===== src/include/sse_pkg.sv =====
// Constants, register map and types for the SPI shift-exchange port
package sse_pkg;

  // ************************************************************
  // Data and bus widths
  // ************************************************************
  localparam int unsigned SSE_DW   = 8;   // Shift register width
  localparam int unsigned SSE_AW   = 8;   // Decoded byte-address bits
  localparam int unsigned SSE_NSEL = 4;   // Select outputs in master role
  localparam int unsigned SSE_SYNW = 3;   // Pins passed through the synchroniser

  // ************************************************************
  // Register byte addresses
  // ************************************************************
  localparam logic [SSE_AW-1:0] SSE_A_CTRL = 8'h00;
  localparam logic [SSE_AW-1:0] SSE_A_STAT = 8'h04;
  localparam logic [SSE_AW-1:0] SSE_A_DATA = 8'h08;
  localparam logic [SSE_AW-1:0] SSE_A_SEL  = 8'h0C;

  // ************************************************************
  // Field positions and reset values
  // ************************************************************
  localparam int unsigned SSE_CTRL_EN   = 0;  // Port enable
  localparam int unsigned SSE_CTRL_MST  = 1;  // 1 = master role
  localparam int unsigned SSE_CTRL_CKP  = 2;  // Idle level of the serial clock
  localparam int unsigned SSE_CTRL_CKE  = 3;  // 1 = drive on trailing edge
  localparam int unsigned SSE_CTRL_DIV  = 8;  // Half-period divider, lsb
  localparam int unsigned SSE_DIV_W     = 8;
  localparam int unsigned SSE_CTRL_W    = 16;
  localparam logic [SSE_CTRL_W-1:0] SSE_CTRL_RST = 16'h0400;

  localparam int unsigned SSE_STAT_DONE = 0;  // Transfer done flag, W1C
  localparam int unsigned SSE_STAT_WRITE_COLLISION_FLAG = 1;  // Write collision flag, W1C
  localparam int unsigned SSE_STAT_BF   = 2;  // Receive buffer full
  localparam int unsigned SSE_STAT_BUSY = 3;  // Exchange in progress

  localparam int unsigned SSE_SEL_EN    = 2;  // Select line active
  localparam int unsigned SSE_SEL_W     = 3;
  localparam logic [SSE_SEL_W-1:0] SSE_SEL_RST = 3'h0;

  // ************************************************************
  // Counts and bus codes
  // ************************************************************
  localparam logic [2:0] SSE_BIT_LAST = 3'h7;  // Eighth sampled bit
  localparam logic [3:0] SSE_TOG_LAST = 4'hF;  // Sixteenth clock toggle
  localparam logic [1:0] SSE_HTRANS_NONSEQ = 2'h2;

  // ************************************************************
  // Exchange state
  // ************************************************************
  typedef enum logic [0:0] {SSE_IDLE, SSE_SHIFT} sse_state_t;

endpackage : sse_pkg


===== src/logic/sse_sync.sv =====
// Two-flop synchroniser for pins sampled by the system clock
`timescale 1ns/1ps
module sse_sync #(
  parameter int unsigned W = 1
) (
  // Clock and reset
  input  wire logic         clk,
  input  wire logic         rst_b,
  // Asynchronous input and its synchronised copy
  input  wire logic [W-1:0] async_in,
  output logic      [W-1:0] sync_out
);

  logic [W-1:0] meta_r;

  // First stage feeds only the second stage
  always_ff @(posedge clk or negedge rst_b) begin
    if (!rst_b) begin
      meta_r   <= '0;
      sync_out <= '0;
    end else begin
      meta_r   <= async_in;
      sync_out <= meta_r;
    end
  end

endmodule : sse_sync


===== src/logic/sse_port.sv =====
// SPI shift-exchange port with AHB-Lite register access
`timescale 1ns/1ps

// Overview of operation
// Eight-bit shift register on each side
// Shift out MSb first, LSb in
// Drive one edge, sample the opposite
// Master out to slave in, and back
// Only the master generates the clock
// Both sides share the clock polarity
// Slave stores master MSb at LSb first
// Eight clocks swap both registers fully
// More data: reload and repeat exchange
// Master stops clock, then deselects
// Unselected slave ignores bus, stays silent
// At most one select asserted at once
// One select output per slave
// Unselected slave output is high impedance
// Only master initiates, select enables slave
// Select idles high, falling starts transmission
// Full byte to buffer, set done flag
// Busy write discarded, collision flag set
// Master starts clocking on buffer write
// Idle clock held at polarity level
// Deselect resets slave bit counter
module sse_port (
  // Clock and reset
  input  wire logic                          clk,
  input  wire logic                          rst_b,
  // AHB-Lite slave
  input  wire logic                          hsel,
  input  wire logic [31:0]                   haddr,
  input  wire logic [1:0]                    htrans,
  input  wire logic                          hwrite,
  input  wire logic [2:0]                    hsize,
  input  wire logic [31:0]                   hwdata,
  input  wire logic                          hready,
  output logic                               hreadyout,
  output logic                               hresp,
  output logic      [31:0]                   hrdata,
  // Serial clock pin
  input  wire logic                          sck_i,
  output logic                               sck_o,
  output logic                               sck_oe,
  // Serial data pins
  input  wire logic                          sdi_i,
  output logic                               sdo_o,
  output logic                               sdo_oe,
  // Select lines, active low
  input  wire logic                          ss_in_b,
  output logic      [sse_pkg::SSE_NSEL-1:0]  ss_out_b
);
  import sse_pkg::*;

  // ************************************************************
  // Pin synchronisation
  // ************************************************************
  logic [SSE_SYNW-1:0] pins_s;
  logic                sck_s;
  logic                sdi_s;
  logic                ss_b_s;
  logic                sck_q_r;
  logic                ss_q_r;

  sse_sync #(
    .W        (SSE_SYNW)
  ) u_sync (
    .clk      (clk),
    .rst_b    (rst_b),
    .async_in ({sck_i, sdi_i, ss_in_b}),
    .sync_out (pins_s)
  );

  assign sck_s  = pins_s[2];
  assign sdi_s  = pins_s[1];
  assign ss_b_s = pins_s[0];

  // ************************************************************
  // Register state
  // ************************************************************
  logic [SSE_CTRL_W-1:0] ctrl_r;
  logic [SSE_SEL_W-1:0]  sel_r;
  logic                  done_r;
  logic                  write_collision_flag_r;
  logic                  bf_r;
  logic [SSE_DW-1:0]     rxbuf_r;
  logic [SSE_DW-1:0]     sr_r;
  logic                  sdo_r;
  logic [2:0]            cnt_r;
  logic [3:0]            tog_r;
  logic [SSE_DIV_W-1:0]  hcnt_r;
  logic                  sck_r;
  sse_state_t            state_r;
  sse_state_t            state_nxt;
  logic                  wr_r;
  logic [SSE_AW-1:0]     waddr_r;
  logic [31:0]           rdata_r;

  // Control fields
  logic                  en;
  logic                  mst;
  logic                  ckp;
  logic                  cke;
  logic [SSE_DIV_W-1:0]  div;
  assign en  = ctrl_r[SSE_CTRL_EN];
  assign mst = ctrl_r[SSE_CTRL_MST];
  assign ckp = ctrl_r[SSE_CTRL_CKP];
  assign cke = ctrl_r[SSE_CTRL_CKE];
  assign div = ctrl_r[SSE_CTRL_DIV +: SSE_DIV_W];

  // ************************************************************
  // Bus decode
  // ************************************************************
  logic              acc;
  logic              rd_data_ev;
  logic              wr_ctrl;
  logic              wr_stat;
  logic              wr_data;
  logic              wr_sel;
  logic              busy;
  logic              wr_load;
  logic              wr_coll;
  logic [31:0]       rd_mux;

  // Address phase is taken when the bus is ready and the slot is NONSEQ
  assign acc        = hsel & hready & (htrans == SSE_HTRANS_NONSEQ);
  assign rd_data_ev = acc & ~hwrite & (haddr[SSE_AW-1:0] == SSE_A_DATA);
  assign wr_ctrl    = wr_r & (waddr_r == SSE_A_CTRL);
  assign wr_stat    = wr_r & (waddr_r == SSE_A_STAT);
  assign wr_data    = wr_r & (waddr_r == SSE_A_DATA);
  assign wr_sel     = wr_r & (waddr_r == SSE_A_SEL);
  assign busy       = (state_r == SSE_SHIFT);
  assign wr_load    = wr_data & ~busy;
  assign wr_coll    = wr_data & busy;

  // Read mux; unmapped offsets read as zero
  assign rd_mux =
    (haddr[SSE_AW-1:0] == SSE_A_CTRL) ? {16'h0000, ctrl_r} :
    (haddr[SSE_AW-1:0] == SSE_A_STAT) ? {28'h0000000, busy, bf_r, write_collision_flag_r, done_r} :
    (haddr[SSE_AW-1:0] == SSE_A_DATA) ? {24'h000000, rxbuf_r} :
    (haddr[SSE_AW-1:0] == SSE_A_SEL)  ? {29'h00000000, sel_r} : 32'h00000000;

  // Zero wait states, always OKAY
  assign hreadyout = 1'b1;
  assign hresp     = 1'b0;
  assign hrdata    = rdata_r;

  // Address phase capture; read data is latched here for the data phase
  always_ff @(posedge clk or negedge rst_b) begin
    if (!rst_b) begin
      wr_r    <= 1'b0;
      waddr_r <= '0;
      rdata_r <= 32'h00000000;
    end else begin
      wr_r    <= acc & hwrite;
      waddr_r <= acc ? haddr[SSE_AW-1:0] : waddr_r;
      rdata_r <= (acc & ~hwrite) ? rd_mux : rdata_r;
    end
  end

  // Configuration registers
  always_ff @(posedge clk or negedge rst_b) begin
    if (!rst_b) begin
      ctrl_r <= SSE_CTRL_RST;
      sel_r  <= SSE_SEL_RST;
    end else begin
      ctrl_r <= wr_ctrl ? hwdata[SSE_CTRL_W-1:0] : ctrl_r;
      sel_r  <= wr_sel ? hwdata[SSE_SEL_W-1:0] : sel_r;
    end
  end

  // ************************************************************
  // Clock edge events
  // ************************************************************
  logic ss_sel;
  logic ss_fall;
  logic s_lead;
  logic s_trail;
  logic m_tick;
  logic lead;
  logic trail;
  logic samp_ev;
  logic drv_ev;
  logic done_ev;
  logic [SSE_DW-1:0] sr_shift;

  // Slave logic sees the bus only while its select is low
  assign ss_sel  = ~ss_b_s & en & ~mst;
  assign ss_fall = ss_sel & ss_q_r;
  assign s_lead  = ss_sel & (ckp ? (~sck_s & sck_q_r) : (sck_s & ~sck_q_r));
  assign s_trail = ss_sel & (ckp ? (sck_s & ~sck_q_r) : (~sck_s & sck_q_r));
  // Master edges come from the own divider, never from the pin
  assign m_tick  = busy & mst & (hcnt_r == div);
  assign lead    = mst ? (m_tick & (sck_r == ckp)) : s_lead;
  assign trail   = mst ? (m_tick & (sck_r != ckp)) : s_trail;
  assign samp_ev = cke ? lead : trail;
  assign drv_ev  = cke ? trail : lead;
  assign done_ev = samp_ev & (cnt_r == SSE_BIT_LAST);
  assign sr_shift = {sr_r[SSE_DW-2:0], sdi_s};

  // Edge detect history; reads the synchronised copies only
  always_ff @(posedge clk or negedge rst_b) begin
    if (!rst_b) begin
      sck_q_r <= 1'b0;
      ss_q_r  <= 1'b1;                                    // Idle means not selected
    end else begin
      sck_q_r <= sck_s;
      ss_q_r  <= ~ss_sel;
    end
  end

  // ************************************************************
  // Exchange sequencing
  // ************************************************************
  // Slave leaves the shift state when deselected mid-byte
  always_comb begin
    state_nxt = state_r;
    case (state_r)
      SSE_IDLE: begin
        if (en & mst & wr_load) begin
          state_nxt = SSE_SHIFT;
        end else if (~mst & samp_ev) begin
          state_nxt = SSE_SHIFT;
        end
      end
      SSE_SHIFT: begin
        if (~en) begin
          state_nxt = SSE_IDLE;
        end else if (mst & m_tick & (tog_r == SSE_TOG_LAST)) begin
          state_nxt = SSE_IDLE;
        end else if (~mst & (done_ev | ~ss_sel)) begin
          state_nxt = SSE_IDLE;
        end
      end
      default: state_nxt = SSE_IDLE;
    endcase
  end

  always_ff @(posedge clk or negedge rst_b) begin
    if (!rst_b) begin
      state_r <= SSE_IDLE;
    end else begin
      state_r <= state_nxt;
    end
  end

  // Master clock divider and toggle count; idle level follows polarity
  always_ff @(posedge clk or negedge rst_b) begin
    if (!rst_b) begin
      hcnt_r <= '0;
      tog_r  <= 4'h0;
      sck_r  <= 1'b0;
    end else begin
      hcnt_r <= (~busy | m_tick) ? '0 : hcnt_r + 1'b1;
      tog_r  <= ~busy ? 4'h0 : (m_tick ? tog_r + 4'h1 : tog_r);
      if (~busy | ~mst) begin
        sck_r <= ckp;
      end else if (m_tick) begin
        sck_r <= ~sck_r;
      end
    end
  end

  // Shift register: loaded by a write, shifted on each sample edge
  always_ff @(posedge clk or negedge rst_b) begin
    if (!rst_b) begin
      sr_r <= '0;
    end else if (wr_load) begin
      sr_r <= hwdata[SSE_DW-1:0];
    end else if (samp_ev) begin
      sr_r <= sr_shift;
    end
  end

  // Bit counter, cleared whenever the slave is not selected
  always_ff @(posedge clk or negedge rst_b) begin
    if (!rst_b) begin
      cnt_r <= 3'h0;
    end else if (~mst & ~ss_sel) begin
      cnt_r <= 3'h0;
    end else if (wr_load) begin
      cnt_r <= 3'h0;
    end else if (samp_ev) begin
      cnt_r <= cnt_r + 3'h1;                              // Wraps after eight
    end
  end

  // Outgoing bit: preloaded so a trailing-edge mode is valid early
  always_ff @(posedge clk or negedge rst_b) begin
    if (!rst_b) begin
      sdo_r <= 1'b0;
    end else if (wr_load) begin
      sdo_r <= hwdata[SSE_DW-1];
    end else if (ss_fall) begin
      sdo_r <= sr_r[SSE_DW-1];
    end else if (drv_ev) begin
      sdo_r <= sr_r[SSE_DW-1];
    end
  end

  // ************************************************************
  // Status flags; hardware set wins over software clear
  // ************************************************************
  always_ff @(posedge clk or negedge rst_b) begin
    if (!rst_b) begin
      done_r  <= 1'b0;
      write_collision_flag_r  <= 1'b0;
      bf_r    <= 1'b0;
      rxbuf_r <= '0;
    end else begin
      done_r <= done_ev | (done_r & ~(wr_stat & hwdata[SSE_STAT_DONE]));
      write_collision_flag_r <= wr_coll | (write_collision_flag_r & ~(wr_stat & hwdata[SSE_STAT_WRITE_COLLISION_FLAG]));
      bf_r   <= done_ev | (bf_r & ~rd_data_ev);
      if (done_ev) begin
        rxbuf_r <= sr_shift;
      end
    end
  end

  // ************************************************************
  // Pin drivers
  // ************************************************************
  logic [SSE_NSEL-1:0] sel_onehot;
  // One decoded line only, so two slaves can never be selected together
  assign sel_onehot = (SSE_NSEL'(1) << sel_r[1:0]);
  assign ss_out_b   = ~(sel_onehot & {SSE_NSEL{sel_r[SSE_SEL_EN] & en & mst}});
  assign sck_o      = sck_r;
  assign sck_oe     = en & mst;
  assign sdo_o      = sdo_r;
  assign sdo_oe     = en & (mst | ss_sel);

  // ************************************************************
  // Checks
  // ************************************************************
  property p_start;
    @(posedge clk) disable iff (!rst_b)
      (en & mst & wr_data & ~busy) |=> busy ##1 (hcnt_r == 8'h01 || m_tick);
  endproperty
  a_start: assert property (p_start) else $error("master did not start");

  property p_coll;
    @(posedge clk) disable iff (!rst_b)
      wr_data & busy & ~samp_ev |=> write_collision_flag_r && $stable(sr_r);
  endproperty
  a_coll: assert property (p_coll) else $error("busy write not discarded");

  property p_done;
    @(posedge clk) disable iff (!rst_b)
      done_ev |=> done_r && bf_r && (rxbuf_r == $past(sr_shift));
  endproperty
  a_done: assert property (p_done) else $error("byte not moved to buffer");

  property p_shift;
    @(posedge clk) disable iff (!rst_b)
      samp_ev & ~wr_load |=> sr_r == {$past(sr_r[6:0]), $past(sdi_s)};
  endproperty
  a_shift: assert property (p_shift) else $error("shift lost a bit");

  property p_eight;
    @(posedge clk) disable iff (!rst_b)
      done_ev |-> cnt_r == SSE_BIT_LAST ##1 cnt_r == 3'h0;
  endproperty
  a_eight: assert property (p_eight) else $error("byte not eight bits");

  property p_quiet;
    @(posedge clk) disable iff (!rst_b)
      (en & ~mst & ss_b_s) |-> ~sdo_oe ##1 ~s_lead & ~s_trail;
  endproperty
  a_quiet: assert property (p_quiet) else $error("unselected slave drives");

  property p_ignore;
    @(posedge clk) disable iff (!rst_b)
      (~mst & ~ss_sel & ~wr_load) |=> $stable(sr_r) && cnt_r == 3'h0;
  endproperty
  a_ignore: assert property (p_ignore) else $error("unselected slave shifted");

  property p_idle_clk;
    @(posedge clk) disable iff (!rst_b)
      (mst & ~busy) [*2] |-> sck_o == $past(ckp);
  endproperty
  a_idle_clk: assert property (p_idle_clk) else $error("clock off idle level");

  property p_edges;
    @(posedge clk) disable iff (!rst_b)
      samp_ev |-> ~drv_ev;
  endproperty
  a_edges: assert property (p_edges) else $error("drive and sample coincide");

endmodule : sse_port


===== config.mk =====
export PLATFORM = sky130hd
export DESIGN_NAME = sse_port
export DESIGN_NICKNAME = d
export VERILOG_FILES = /design/src/include/sse_pkg.sv /design/src/logic/sse_sync.sv /design/src/logic/sse_port.sv
export SDC_FILE = /design/constraint.sdc
export NUM_CORES = 1
export LEC_CHECK = 0
export BUFFER_PORTS_ARGS = -buffer_cell sky130_fd_sc_hd__buf_2
export CAP_MARGIN = 20
export CORE_MARGIN = 1.5
export CORE_UTILIZATION = 50
export DETAILED_ROUTE_END_ITERATION = 12
export GPL_TIMING_DRIVEN = 1
export PLACE_DENSITY = 0.77
export SLEW_MARGIN = 20
export SYNTH_ARGS = -nofsm -noshare
export SYNTH_HDL_FRONTEND = slang
export SYNTH_HIERARCHICAL = 1
export SYNTH_SLANG_ARGS = --single-unit
export TNS_END_PERCENT = 5

===== constraint.sdc =====
create_clock -name clk -period 4.23 [get_ports clk]
set_input_delay 0.423 -clock clk [delete_from_list [all_inputs] [get_ports clk]]
set_output_delay 0.423 -clock clk [all_outputs]
set_load 0.02 [all_outputs]

Word-level counts from Yosys, hierarchy flattened --
Index checks and enable logic that the tools add are counted.
Word-level totals: input port bits 77, output and inout bits 42, word-level logic and storage cells 130, flip-flop bits (word level) 105
Operators by class: add/sub/neg operators 3, mux-type cells 29, equal/unequal tests 13, shift-type cells 1, bitwise operators 58, reduce and logical (&&, ||, !) cells 6
Operator list (number):
- 8-bit 2-to-1 mux | 5
- 1-bit bitwise AND | 38
- 8-bit by 4-bit == test with 1-bit output, second input constant | 4
- 8-bit by 3-bit == test with 1-bit output, second input constant | 2
- 8-bit logical NOT | 2
- 1-bit 2-to-1 mux | 16
- 16-bit 2-to-1 mux | 1
- 3-bit 2-to-1 mux | 4
- 1-bit NOT | 11
- 8-bit by 1-bit adder with 8-bit output, second input constant | 1
- 8-bit == test | 1
- 4-bit 2-to-1 mux | 2
- 1-bit OR | 7
- 3-bit nonzero test | 2
- 4-bit by 1-bit adder with 4-bit output, second input constant | 1
- 4-bit bitwise AND | 1
- 4-bit == test, second input constant | 1
- 4-bit NOT | 1
- 2-bit nonzero test | 2
- 1-bit by 2-bit left shift with 4-bit output, first input constant | 1
- 3-bit by 1-bit adder with 3-bit output, second input constant | 1
- 3-bit == test, second input constant | 1
- 2-bit == test, second input constant | 1
- 2-bit by 1-bit != test with 1-bit output, second input constant | 1
- other kinds (3) | 3

Logic depth before layout (Yosys ltp) --
Gate-level depths: netlist of run 1.
depth after elaboration 13, gate-level depth with buffers 8, gate-level depth less buffers 6

Hierarchy --
Netlist of run 1, hierarchy kept.
By module, submodules not included:
- sse_port | sequential area each 2079.5 um2, area an instance 3982.6 um2, cells an instance 347, instances 1
- sse_sync | sequential area each 150.1 um2, area an instance 150.1 um2, cells an instance 6, instances 1

Worst setup path before layout of run 1 --
OpenSTA, ideal clock, no wires.
kind register to register, start point reg ctrl_r[15], end point reg rxbuf_r[0], cell stages (with the launch flop) 8, buffers on the path 1, path slack 2.107 ns, setup time 0.125 ns, arrival 1.998 ns, clock period less this slack 2.123 ns, data required time 4.105 ns, cell sequence dfrtp_1 xor2_1 nor4_2 a41oi_1 mux2i_4 and2_4 buf_12 mux2_4
On the way: word-level cells in the longest chain between the ends 6, elaborated cells on any way between the ends 8, those cells by class eq/ne: 1; mux: 3; bitwise: 4
RTL lines:
- start: declaration | RTL line sse_port.sv:81 | logic [SSE_CTRL_W-1:0] ctrl_r;
- start signal: assignment | RTL line sse_port.sv:167 | ctrl_r <= wr_ctrl ? hwdata[SSE_CTRL_W-1:0] : ctrl_r;
- 8-bit == test (*) | RTL line sse_port.sv:193 | assign m_tick = busy & mst & (hcnt_r == div);
- 1-bit bitwise AND (*) | RTL line sse_port.sv:193
- 1-bit bitwise AND (on tied branches) | RTL line sse_port.sv:195, sse_port.sv:194
- 1-bit 2-to-1 mux (on tied branches) | RTL line sse_port.sv:195, sse_port.sv:194
- 1-bit 2-to-1 mux (*) | RTL line sse_port.sv:196 | assign samp_ev = cke ? lead : trail;
- 1-bit bitwise AND (*) | RTL line sse_port.sv:198 | assign done_ev = samp_ev & (cnt_r == SSE_BIT_LAST);
- end signal: assignment | RTL line sse_port.sv:315 | rxbuf_r <= sr_shift;
- end: declaration | RTL line sse_port.sv:86 | logic [SSE_DW-1:0] rxbuf_r;
Every way passes the cells marked *; elsewhere a longest branch is shown, timed or not. A chain may end at the register's enable or synchronous reset.

Worst setup path after layout of run 1 --
start point reg ctrl_r[15], end point reg rxbuf_r[1]
Same word-level chain as after synthesis.

==> results of run 1 <==
==> through the flow <==
| stage | cell area [um^2] | hold slack [ns] |
|---|---|---|
| after floorplan | 4190 | 0.127 |
| after global placement | 4420 | 0.333 |
| after detailed placement | 4420 | 0.337 |
| after CTS | 4680 | 0.140 |
| after global routing | 4680 | 0.138 |
| final | 4680 | 0.0720 |
==> critical path, stage by stage, from the launching register on <==
cell	delay (ns)
dfrtp_1	0.42
xor2_1	0.18
nor4_2	0.41
a41oi_1	0.25
mux2i_4	0.56
and2_4	0.38
mux2_4	0.32
==> power by group <==
part	internal [mW]	switching [mW]	total, mW
clock	0.454	0.297	0.751
combinational	0.0916	0.123	0.215
sequential	0.916	0.0586	0.974
==> registers in the layout, summed over array words and instances (netlist names), 4 cells and up <==
| name | count |
|---|---|
| sr_r | 8 |
| hcnt_r | 8 |
| hrdata | 16 |
| tog_r | 4 |
| ctrl_r | 16 |
| rxbuf_r | 8 |
| waddr_r | 8 |
==> cells in the mapped netlist (9+ instances only) <==
cell type and instances:
o21ai_0 23, nand3_1 10, nand2_1 31, a22o_1 11
mux2i_1 18, buf_4 18, inv_1 9, nor2_1 21
mux2_2 25, xor2_1 14, dfrtp_1 87
==> layer usage <==
metal	vias to the layer above	global-route usage	share of wire
met3	14	0.0380	0.038
met2	68	0.321	0.49
met5	-	0	0
li1	1315	-	-
met1	1392	0.276	0.45
met4	0	0.0958	0.020
==> logic make-up after synthesis <==
logic type / Yosys count / share of synthesized area
AO/OA/AOI/OAI: 55 / 0.0881
adder cells (fa/ha/maj): 4 / 0.0121
multiplexers: 53 / 0.152
flip-flops: 89 / 0.540
other: 2 / 0.00182
buffers and inverters: 40 / 0.0593
XOR/XNOR: 16 / 0.0339
AND/OR/NAND/NOR: 94 / 0.114
==> worst paths after layout <==
path                                      end  slack, ns  depth (start not counted)
min in group clk             u_sync/meta_r[1]       0.15                          1
max in group asynchronous          rxbuf_r[5]       3.58                          1
setup reg to reg                   rxbuf_r[1]       1.59                          6
setup / recovery                   rxbuf_r[1]       1.59                          6
hold reg to reg            u_sync/sync_out[2]       0.36                          0
hold / removal                      ctrl_r[6]       0.07                          1
==> final cells by class <==
| class | count | area share |
|---|---|---|
| Timing Repair Buffer | 59 | 0.0655 |
| Clock inverter | 5 | 0.0275 |
| Multi-Input combinational cell | 240 | 0.368 |
| Tap cell | 102 | 0.0273 |
| Inverter | 9 | 0.00721 |
| Sequential cell | 89 | 0.476 |
| Clock buffer | 11 | 0.0281 |
==> metrics.yaml, run 1 <==
finish:
  fin_nets: 489
  layoutNonFillerInstCount: 515
  layout_common_cells: "dfrtp_1 (87), buf_2 (56), nand2_1 (31)"
  layout-drive-gt1-share: 0.276
  syn_to_final_growth_pct: 13.3
  multi_input_area_um2: 1730
  final_common_cell: "dfrtp_1"
  fill_cells: 645
  final_core_util: 0.597
  n_antenna_cell: 0
  regArea_um2: 2230
setup_path:
  reg2reg_from: "ctrl_r[15]"
  startpoint: "ctrl_r[15]"
  end_kind: "register"
  cp_max_fo: 16
  arrival_ns: 2.88
  cp-start-kind: "register"
  worstPathRequired_ns: 4.48
  critPathKind: "register to register"
floorplanning:
  rows: 32
  start_util: 0.527
  core_area_um2: 7850
  die_w_um: 93.9
  die_h_um: 93.9
  die-area_um2: 8820
  io_pins: 119
drt:
  vias: 2789
  drt_iter0_markers: 118
  drt_wl_total_mm: 8.23
  detail_route.wl_per_cell_um: 16.0
  drtAntennaViolNets: 0
  dr.pass1.iters: 4
  drc: 0
  viasPerCell: 5.42
clock_network:
  cts_tree: "yes"
  path_clk_slew_ns: 0.09
  cts_sinks: 89
  cts_resized: 0
  hold_buffers: 0
  htreeDepth: 3
  cts_made_buffers: 9
  clockBufferDepth: 2
  cts_setup_buffers: 0
  clock-root-buffer: "clkbuf_8"
  insertion_delay_ns: 0.37
placement:
  gp_congestion: 0.823
  dp_hpwl_mm: 5.68
  place_inst: 499
  pre_cts_ws_ns: 1.50
  port_buffers: 57
timing:
  tns_ns: 0
  period_share: 0.624
  worstMarginPinSlew_ns: 0.957
  slew_headroom: 0.362
  period_needed_ns: 2.64
  fin_ws_ns: 1.59
  finalHoldViolCount: 0
  max_freq_ghz: 0.379
  setup_viol: 0
  drv_slew: 0
  fin_skew_ns: 0.0164
  rsz0062_at_grt: "no"
synth:
  syn_area_um2: 4130
  yosys_warnings: 6
  synthFlopType: "dfrtp_1"
  synth_seq_area_share: 0.540
  syn_avg_cell_area_um2: 11.7
  synth_cells: 353
  synth_seq_cells: 89
  synth_edf_count: 0
  synthTopCellsByArea: "dfrtp_1 (53%), mux2_2 (6.8%), mux2i_1 (4.4%)"
  synth_largest_area_cell: "dfrtp_1"
  async_flop_share: 1.00
  synth_top_area_frac: 0.527
  synth.distinct_cells: 45
power_and_ir_drop:
  total_power_mw: 1.94
  ir_worst_vdd_v: 0.000248
  p_per_area_nw_per_um2: 414
  p_leak_nw: 2.31
run_status:
  outcome: "completed"
global_routing:
  gr-usage-all-layers: 0.204
  grt_pass1_wl_mm: 13.6
  first_global_vias: 2722
  antenna_found_initial: 0
  overflow: 0
  grt_max_degree: 90
run:
  maxCapViolCount: 0
worst_hold_path:
  min_path_type: "input pin to asynchronous set/reset pin"
Note: power is estimated with default switching activity, not from simulation.
==> run 2, diff against run 1 <==
--- a/config.mk
+++ b/config.mk
@@ -8,10 +8,10 @@
 export BUFFER_PORTS_ARGS = -buffer_cell sky130_fd_sc_hd__buf_2
 export CAP_MARGIN = 20
 export CORE_MARGIN = 1.5
-export CORE_UTILIZATION = 50
+export CORE_UTILIZATION = 47
 export DETAILED_ROUTE_END_ITERATION = 12
 export GPL_TIMING_DRIVEN = 1
-export PLACE_DENSITY = 0.77
+export PLACE_DENSITY = 0.76
 export SLEW_MARGIN = 20
 export SYNTH_ARGS = -nofsm -noshare
 export SYNTH_HDL_FRONTEND = slang
==> constraint.sdc (replaced) <==
create_clock -name clk -period 2.3 [get_ports clk]
set_input_delay 0.23 -clock clk [delete_from_list [all_inputs] [get_ports clk]]
set_output_delay 0.23 -clock clk [all_outputs]
set_load 0.02 [all_outputs]
==> metrics.yaml, run 2 (synthesis gave the netlist of run 1 again) <==
drt:
  drt_wl_total_mm: 8.52  # +3.5%
  drt_iter0_markers: 190  # +61%
  drtAntennaViolNets: 0  # unchanged
  dr.pass1.iters: 4  # unchanged
  drc: 0  # unchanged
  viasPerCell: 5.36  # -1.0%
  vias: 2884  # +3.4%
  detail_route.wl_per_cell_um: 15.8  # -0.95%
run_status:
  outcome: "completed"
floorplanning:
  die_w_um: 96.8  # +3.0%
  rows: 34  # +6.3%
  core_area_um2: 8640  # +10%
  die-area_um2: 9360  # +6.2%
  io_pins: 119  # unchanged
  start_util: 0.479  # -0.0481
  die_h_um: 96.8  # +3.0%
power_and_ir_drop:
  p_per_area_nw_per_um2: 701  # +69%
  p_leak_nw: 2.38  # +3.0%
  ir_worst_vdd_v: 0.000396  # +60%
timing:
  finalHoldViolCount: 0  # unchanged
  slew_headroom: 0.568  # +0.206
  period_needed_ns: 2.22  # -0.416 ns
  fin_skew_ns: 0.00786  # -0.00857 ns
  drv_slew: 0  # unchanged
  rsz0062_at_grt: "no"
  tns_ns: 0  # unchanged
  period_share: 0.966  # +0.342
  setup_viol: 0  # unchanged
  worstMarginPinSlew_ns: 0.631  # -0.326 ns
  fin_ws_ns: 0.0783  # -1.51 ns
  max_freq_ghz: 0.450  # +19%
finish:
  multi_input_area_um2: 1740  # +0.80%
  fin_nets: 506  # +3.5%
  syn_to_final_growth_pct: 16.3
  fill_cells: 730  # +13%
  final_common_cell: "dfrtp_1"
  final_core_util: 0.556  # -0.0404
  regArea_um2: 2230  # unchanged
  layout-drive-gt1-share: 0.300  # +0.0240
  n_antenna_cell: 0  # unchanged
  layout_common_cells: "dfrtp_1 (87), buf_2 (56), nand2_1 (31)"
run:
  maxCapViolCount: 0  # unchanged
clock_network:
  cts_tree: "yes"
  cts_sinks: 89  # unchanged
  clockBufferDepth: 2  # unchanged
  htreeDepth: 3  # unchanged
  cts_made_buffers: 9  # unchanged
  cts_setup_buffers: 0  # unchanged
  clock-root-buffer: "clkbuf_8"
  insertion_delay_ns: 0.36  # about the same
  path_clk_slew_ns: 0.08  # about the same
global_routing:
  antenna_found_initial: 0  # unchanged
  first_global_vias: 2931  # +7.7%
  met2_usage: 0.312  # -0.00866
  met1_usage: 0.250  # -0.0253
  grt_max_degree: 42  # -53%
  gr-usage-all-layers: 0.194  # -0.0107
  grt_pass1_wl_mm: 14.3  # +5.4%
  overflow: 0  # unchanged
  use_met3: 0.0434  # +0.00533
  grt.busiest_layer: "met2"
placement:
  dp_hpwl_mm: 5.97  # +5.1%
  pre_cts_ws_ns: 0.0373  # -1.47 ns
  port_buffers: 57  # unchanged
  gp_congestion: 0.867  # +5.3%
setup_path:
  critPathKind: "register to register"
  end_kind: "register"
  arrival_ns: 2.47  # -0.41 ns
  cp-start-kind: "register"
  cp_max_fo: 10  # -6
  worstPathRequired_ns: 2.55  # -1.93 ns
worst_hold_path:
  min_path_type: "input pin to register"
==> run 2: changes by cell type in the layout (fill, tap and decap cells not counted), moves of 2 or more <==
| cell | change |
|---|---|
| clkbuf_8 | +2 |
| clkbuf_1 | -2 |
| dlygate4sd3_1 | +4 |
| buf_4 | +13 |
| bufinv_16 | -3 |
==> run 2: repair_timing <==
item                                   in CTS  in global routing
resized for setup                           1                  1
hold buffers                                4                  0
setup endpoints to repair                   8                 16
endpoints found under the hold margin      42                  0
==> run 2: per-stage QoR <==
stage | cells | hold WS, ns | area, um^2 | power [mW]
2_1_floorplan | 369 | -0.0656 | 4190 | 2.08
3_3_place_gp | 518 | 0.244 | 4530 | 2.21
3_5_place_dp | 518 | 0.246 | 4530 | 2.24
4_1_cts | 538 | 0.0768 | 4800 | 3.38
5_1_grt | 538 | 0.0916 | 4800 | 3.52
6_report | 538 | 0.0911 | 4800 | 3.37
==> run 2: power by group <==
group / internal, mW / total [mW] / switching [mW]
clock: 0.569 / 1.15 / 0.577
sequential: 1.68 / 1.78 / 0.0961
combinational: 0.192 / 0.443 / 0.251
total: 2.45 / 3.37 / 0.924
==> run 2: path summary, 6_finish.rpt <==
path	cells past startpoint	to	from	slack, ns
setup / recovery	7	rxbuf_r[2]	ctrl_r[10]	0.08
hold / removal	3	sr_r[6]	hwdata[6]	0.09
setup reg to reg	7	rxbuf_r[2]	ctrl_r[10]	0.08
hold reg to reg	0	u_sync/sync_out[1]	u_sync/meta_r[1]	0.36
max in group asynchronous	3	ss_q_r	rst_b	1.18
min in group asynchronous	2	ctrl_r[6]	rst_b	0.41
==> run 2: per-layer routing <==
metal / vias to the layer above / wire length, um
met1: 1424 / 3810
li1: 1354 / -
met3: 26 / 312
met2: 80 / 4140
met4: 0 / 257
met5: - / 0
==> run 2: final cells by class <==
| class | instances | share of cell area |
|---|---|---|
| Multi-Input combinational cell | 240 | 0.362 |
| Timing Repair Buffer | 76 | 0.0943 |
| Clock inverter | 5 | 0.0130 |
| Sequential cell | 89 | 0.464 |
| Clock buffer | 11 | 0.0315 |
| Inverter | 9 | 0.00703 |
| Tap cell | 108 | 0.0281 |
==> run 2: worst max-delay path: stages, from the launching register on <==
cell and delay, ns:
dfstp_2 0.58, xor2_1 0.08, nor3_1 0.23, buf_4 0.17
a41oi_1 0.20, mux2i_4 0.23, and2_4 0.29, mux2_4 0.32
==> run 3, diff against run 2 <==
--- a/config.mk
+++ b/config.mk
@@ -8,13 +8,13 @@
 export BUFFER_PORTS_ARGS = -buffer_cell sky130_fd_sc_hd__buf_2
 export CAP_MARGIN = 20
 export CORE_MARGIN = 1.5
-export CORE_UTILIZATION = 47
+export CORE_UTILIZATION = 30
 export DETAILED_ROUTE_END_ITERATION = 12
 export GPL_TIMING_DRIVEN = 1
-export PLACE_DENSITY = 0.76
+export RECOVER_POWER = 50
 export SLEW_MARGIN = 20
 export SYNTH_ARGS = -nofsm -noshare
 export SYNTH_HDL_FRONTEND = slang
 export SYNTH_HIERARCHICAL = 1
 export SYNTH_SLANG_ARGS = --single-unit
-export TNS_END_PERCENT = 5
+export TNS_END_PERCENT = 10
==> metrics.yaml, run 3 (synthesis gave the netlist of run 1 again) <==
run_status:
  outcome: "completed"
setup_path:
  timing.rr.end: "rxbuf_r[4]"
  cp-start-kind: "register"
  r2r_cells: 7  # unchanged
  reg2reg_from: "hcnt_r[3]"
  crit_end: "rxbuf_r[4]"
  path_buf_inv: 1  # unchanged
  crit_family: "simple AND/OR/NAND/NOR gates"
  slowest_stage: "dfrtp_2"
  end_kind: "register"
  worst-path-stages: 7  # unchanged
  crit_path_max_incr_delay_ns: 0.44  # -0.14 ns
  crit_chain: "xor2_1, nor4_2, buf_4, a41oi_2, mux2i_4, and2_4, mux2_4"
  arrival_ns: 2.46  # about the same
  worstPathRequired_ns: 2.52  # -0.03 ns
  r2r_slack_ns: 0.06  # -0.02 ns
  critPathKind: "register to register"
  startpoint: "hcnt_r[3]"
  cp_max_fo: 5  # -5
drt:
  drt_iter0_markers: 100  # -47%
  dr.pass1.iters: 4  # unchanged
  vias: 2843  # -1.4%
  drtAntennaViolNets: 0  # unchanged
  viasPerCell: 4.64  # -13%
  drt_wl_total_mm: 9.10  # +6.8%
  drc: 0  # unchanged
  detail_route.wl_per_cell_um: 14.8  # -6.2%
timing:
  fin_ws_ns: 0.0601  # -0.0183 ns
  worstMarginPinSlew_ns: 1.02  # +0.386 ns
  fin_hold_ws_ns: 0.117  # +0.0257 ns
  slew_headroom: 0.322  # -0.246
  setup_viol: 0  # unchanged
  finalHoldViolCount: 0  # unchanged
  drv_slew: 0  # unchanged
  max_freq_ghz: 0.446  # -0.82%
  period_needed_ns: 2.24  # +0.0183 ns
  fin_skew_ns: 0.00634  # -0.00151 ns
  period_share: 0.974  # +0.00795
finish:
  layoutNonFillerInstCount: 613  # +14%
  layout-drive-gt1-share: 0.307  # +0.00664
  regArea_um2: 2230  # about the same
  final_common_cell: "dfrtp_1"
  fin_nets: 515  # +1.8%
  final_core_util: 0.376  # -0.180
  layout_common_cells: "dfrtp_1 (86), buf_2 (55), nand2_1 (31)"
  multi_input_area_um2: 1750  # +0.43%
  fill_cells: 1301  # +78%
  syn_to_final_growth_pct: 21.5
  n_antenna_cell: 0  # unchanged
global_routing:
  antenna_found_initial: 0  # unchanged
  met1_usage: 0.164  # -0.0862
  use_met3: 0.0358  # -0.00750
  grt_max_degree: 40  # -4.8%
  overflow: 0  # unchanged
  grt.busiest_layer: "met2"
  met2_usage: 0.218  # -0.0943
  gr-usage-all-layers: 0.131  # -0.0627
  first_global_vias: 2888  # -1.5%
  grt_pass1_wl_mm: 14.6  # +2.4%
power_and_ir_drop:
  p_per_area_nw_per_um2: 731  # +4.3%
  p_leak_nw: 2.44  # +2.4%
  ir_worst_vdd_v: 0.000364  # -8.0%
worst_hold_path:
  min_path_type: "input pin to register"
  min-delay-start: "hwdata[6]"
placement:
  dp_hpwl_mm: 6.41  # +7.4%
  pre_cts_ws_ns: -0.0235  # -0.0607 ns
  gp_congestion: 0.767  # -12%
  place_inst: 589  # +14%
  port_buffers: 57  # unchanged
floorplanning:
  start_util: 0.310  # -0.169
  core_area_um2: 13300  # +55%
  die-area_um2: 14500  # +55%
  io_pins: 119  # unchanged
  die_h_um: 120  # +24%
  rows: 42  # +24%
  die_w_um: 120  # +24%
clock_network:
  cts_sinks: 89  # unchanged
  cts_made_buffers: 9  # unchanged
  insertion_delay_ns: 0.34  # -0.02 ns
  cts_tree: "yes"
  path_clk_slew_ns: 0.06  # -0.02 ns
  clockBufferDepth: 2  # unchanged
  clock-root-buffer: "clkbuf_16"
  htreeDepth: 3  # unchanged
run:
  maxCapViolCount: 0  # unchanged
run 3: changes by cell type in the layout (fill, tap and decap cells not counted), moves of 4 or more:
| cell | change |
|---|---|
| buf_4 | +4 |
| clkbuf_16 | +9 |
| clkbuf_8 | -10 |
| clkbuf_1 | +4 |
run 3: layer usage:
layer | vias up | routed length (um)
met2 | 58 | 4490
met5 | - | 0
met4 | 0 | 142
met3 | 12 | 333
li1 | 1360 | -
met1 | 1413 | 4130
run 3: cell type report:
class	instances	share of cell area
Sequential cell	89	0.444
Multi-Input combinational cell	241	0.348
Timing Repair Buffer	84	0.101
Clock buffer	11	0.0483
Tap cell	176	0.0438
Clock inverter	3	0.00847
Inverter	9	0.00673
run 3: stage by stage:
stage	setup TNS (ns)	power [mW]	area, um^2
finish	0	3.67	5020
global route	-0.00363	3.84	5020
CTS	-0.287	3.70	4970
detailed placement	-0.141	2.25	4640
global placement	0	2.23	4640
floorplan	0	2.08	4190
run 3: power by group:
| group | switching, mW | total, mW | internal [mW] |
|---|---|---|---|
| sequential | 0.0914 | 1.78 | 1.69 |
| clock | 0.582 | 1.44 | 0.857 |
| combinational | 0.254 | 0.456 | 0.202 |
run 3: how the worst min path moves through the flow:
| stage | to | slack (ns) | cells after the start |
|---|---|---|---|
| detailed placement | waddr_r[1] | 0.24 | 1 |
| global placement | waddr_r[0] | 0.24 | 1 |
| global route | ctrl_r[15] | 0.11 | 2 |
| finish | sr_r[6] | 0.12 | 3 |
| CTS | ctrl_r[11] | 0.10 | 2 |
| floorplan | bf_r | -0.07 | 0 |
run 3: worst reg2reg max path: stages, from the launching register on:
cell and delay (ns):
dfrtp_2 0.44, xor2_1 0.16, nor4_2 0.35, buf_4 0.19
a41oi_2 0.16, mux2i_4 0.25, and2_4 0.26, mux2_4 0.31
run 3: repair_timing:
| item | CTS | global route |
|---|---|---|
| endpoints found under the hold margin | 39 | 0 |
| gates resized for setup | 0 | 5 |
| pin swaps | 1 | 2 |
| setup buffers | 1 | 4 |
| cloned | 0 | 1 |
| hold buffers | 4 | 0 |
| setup endpoints to repair | 9 | 13 |
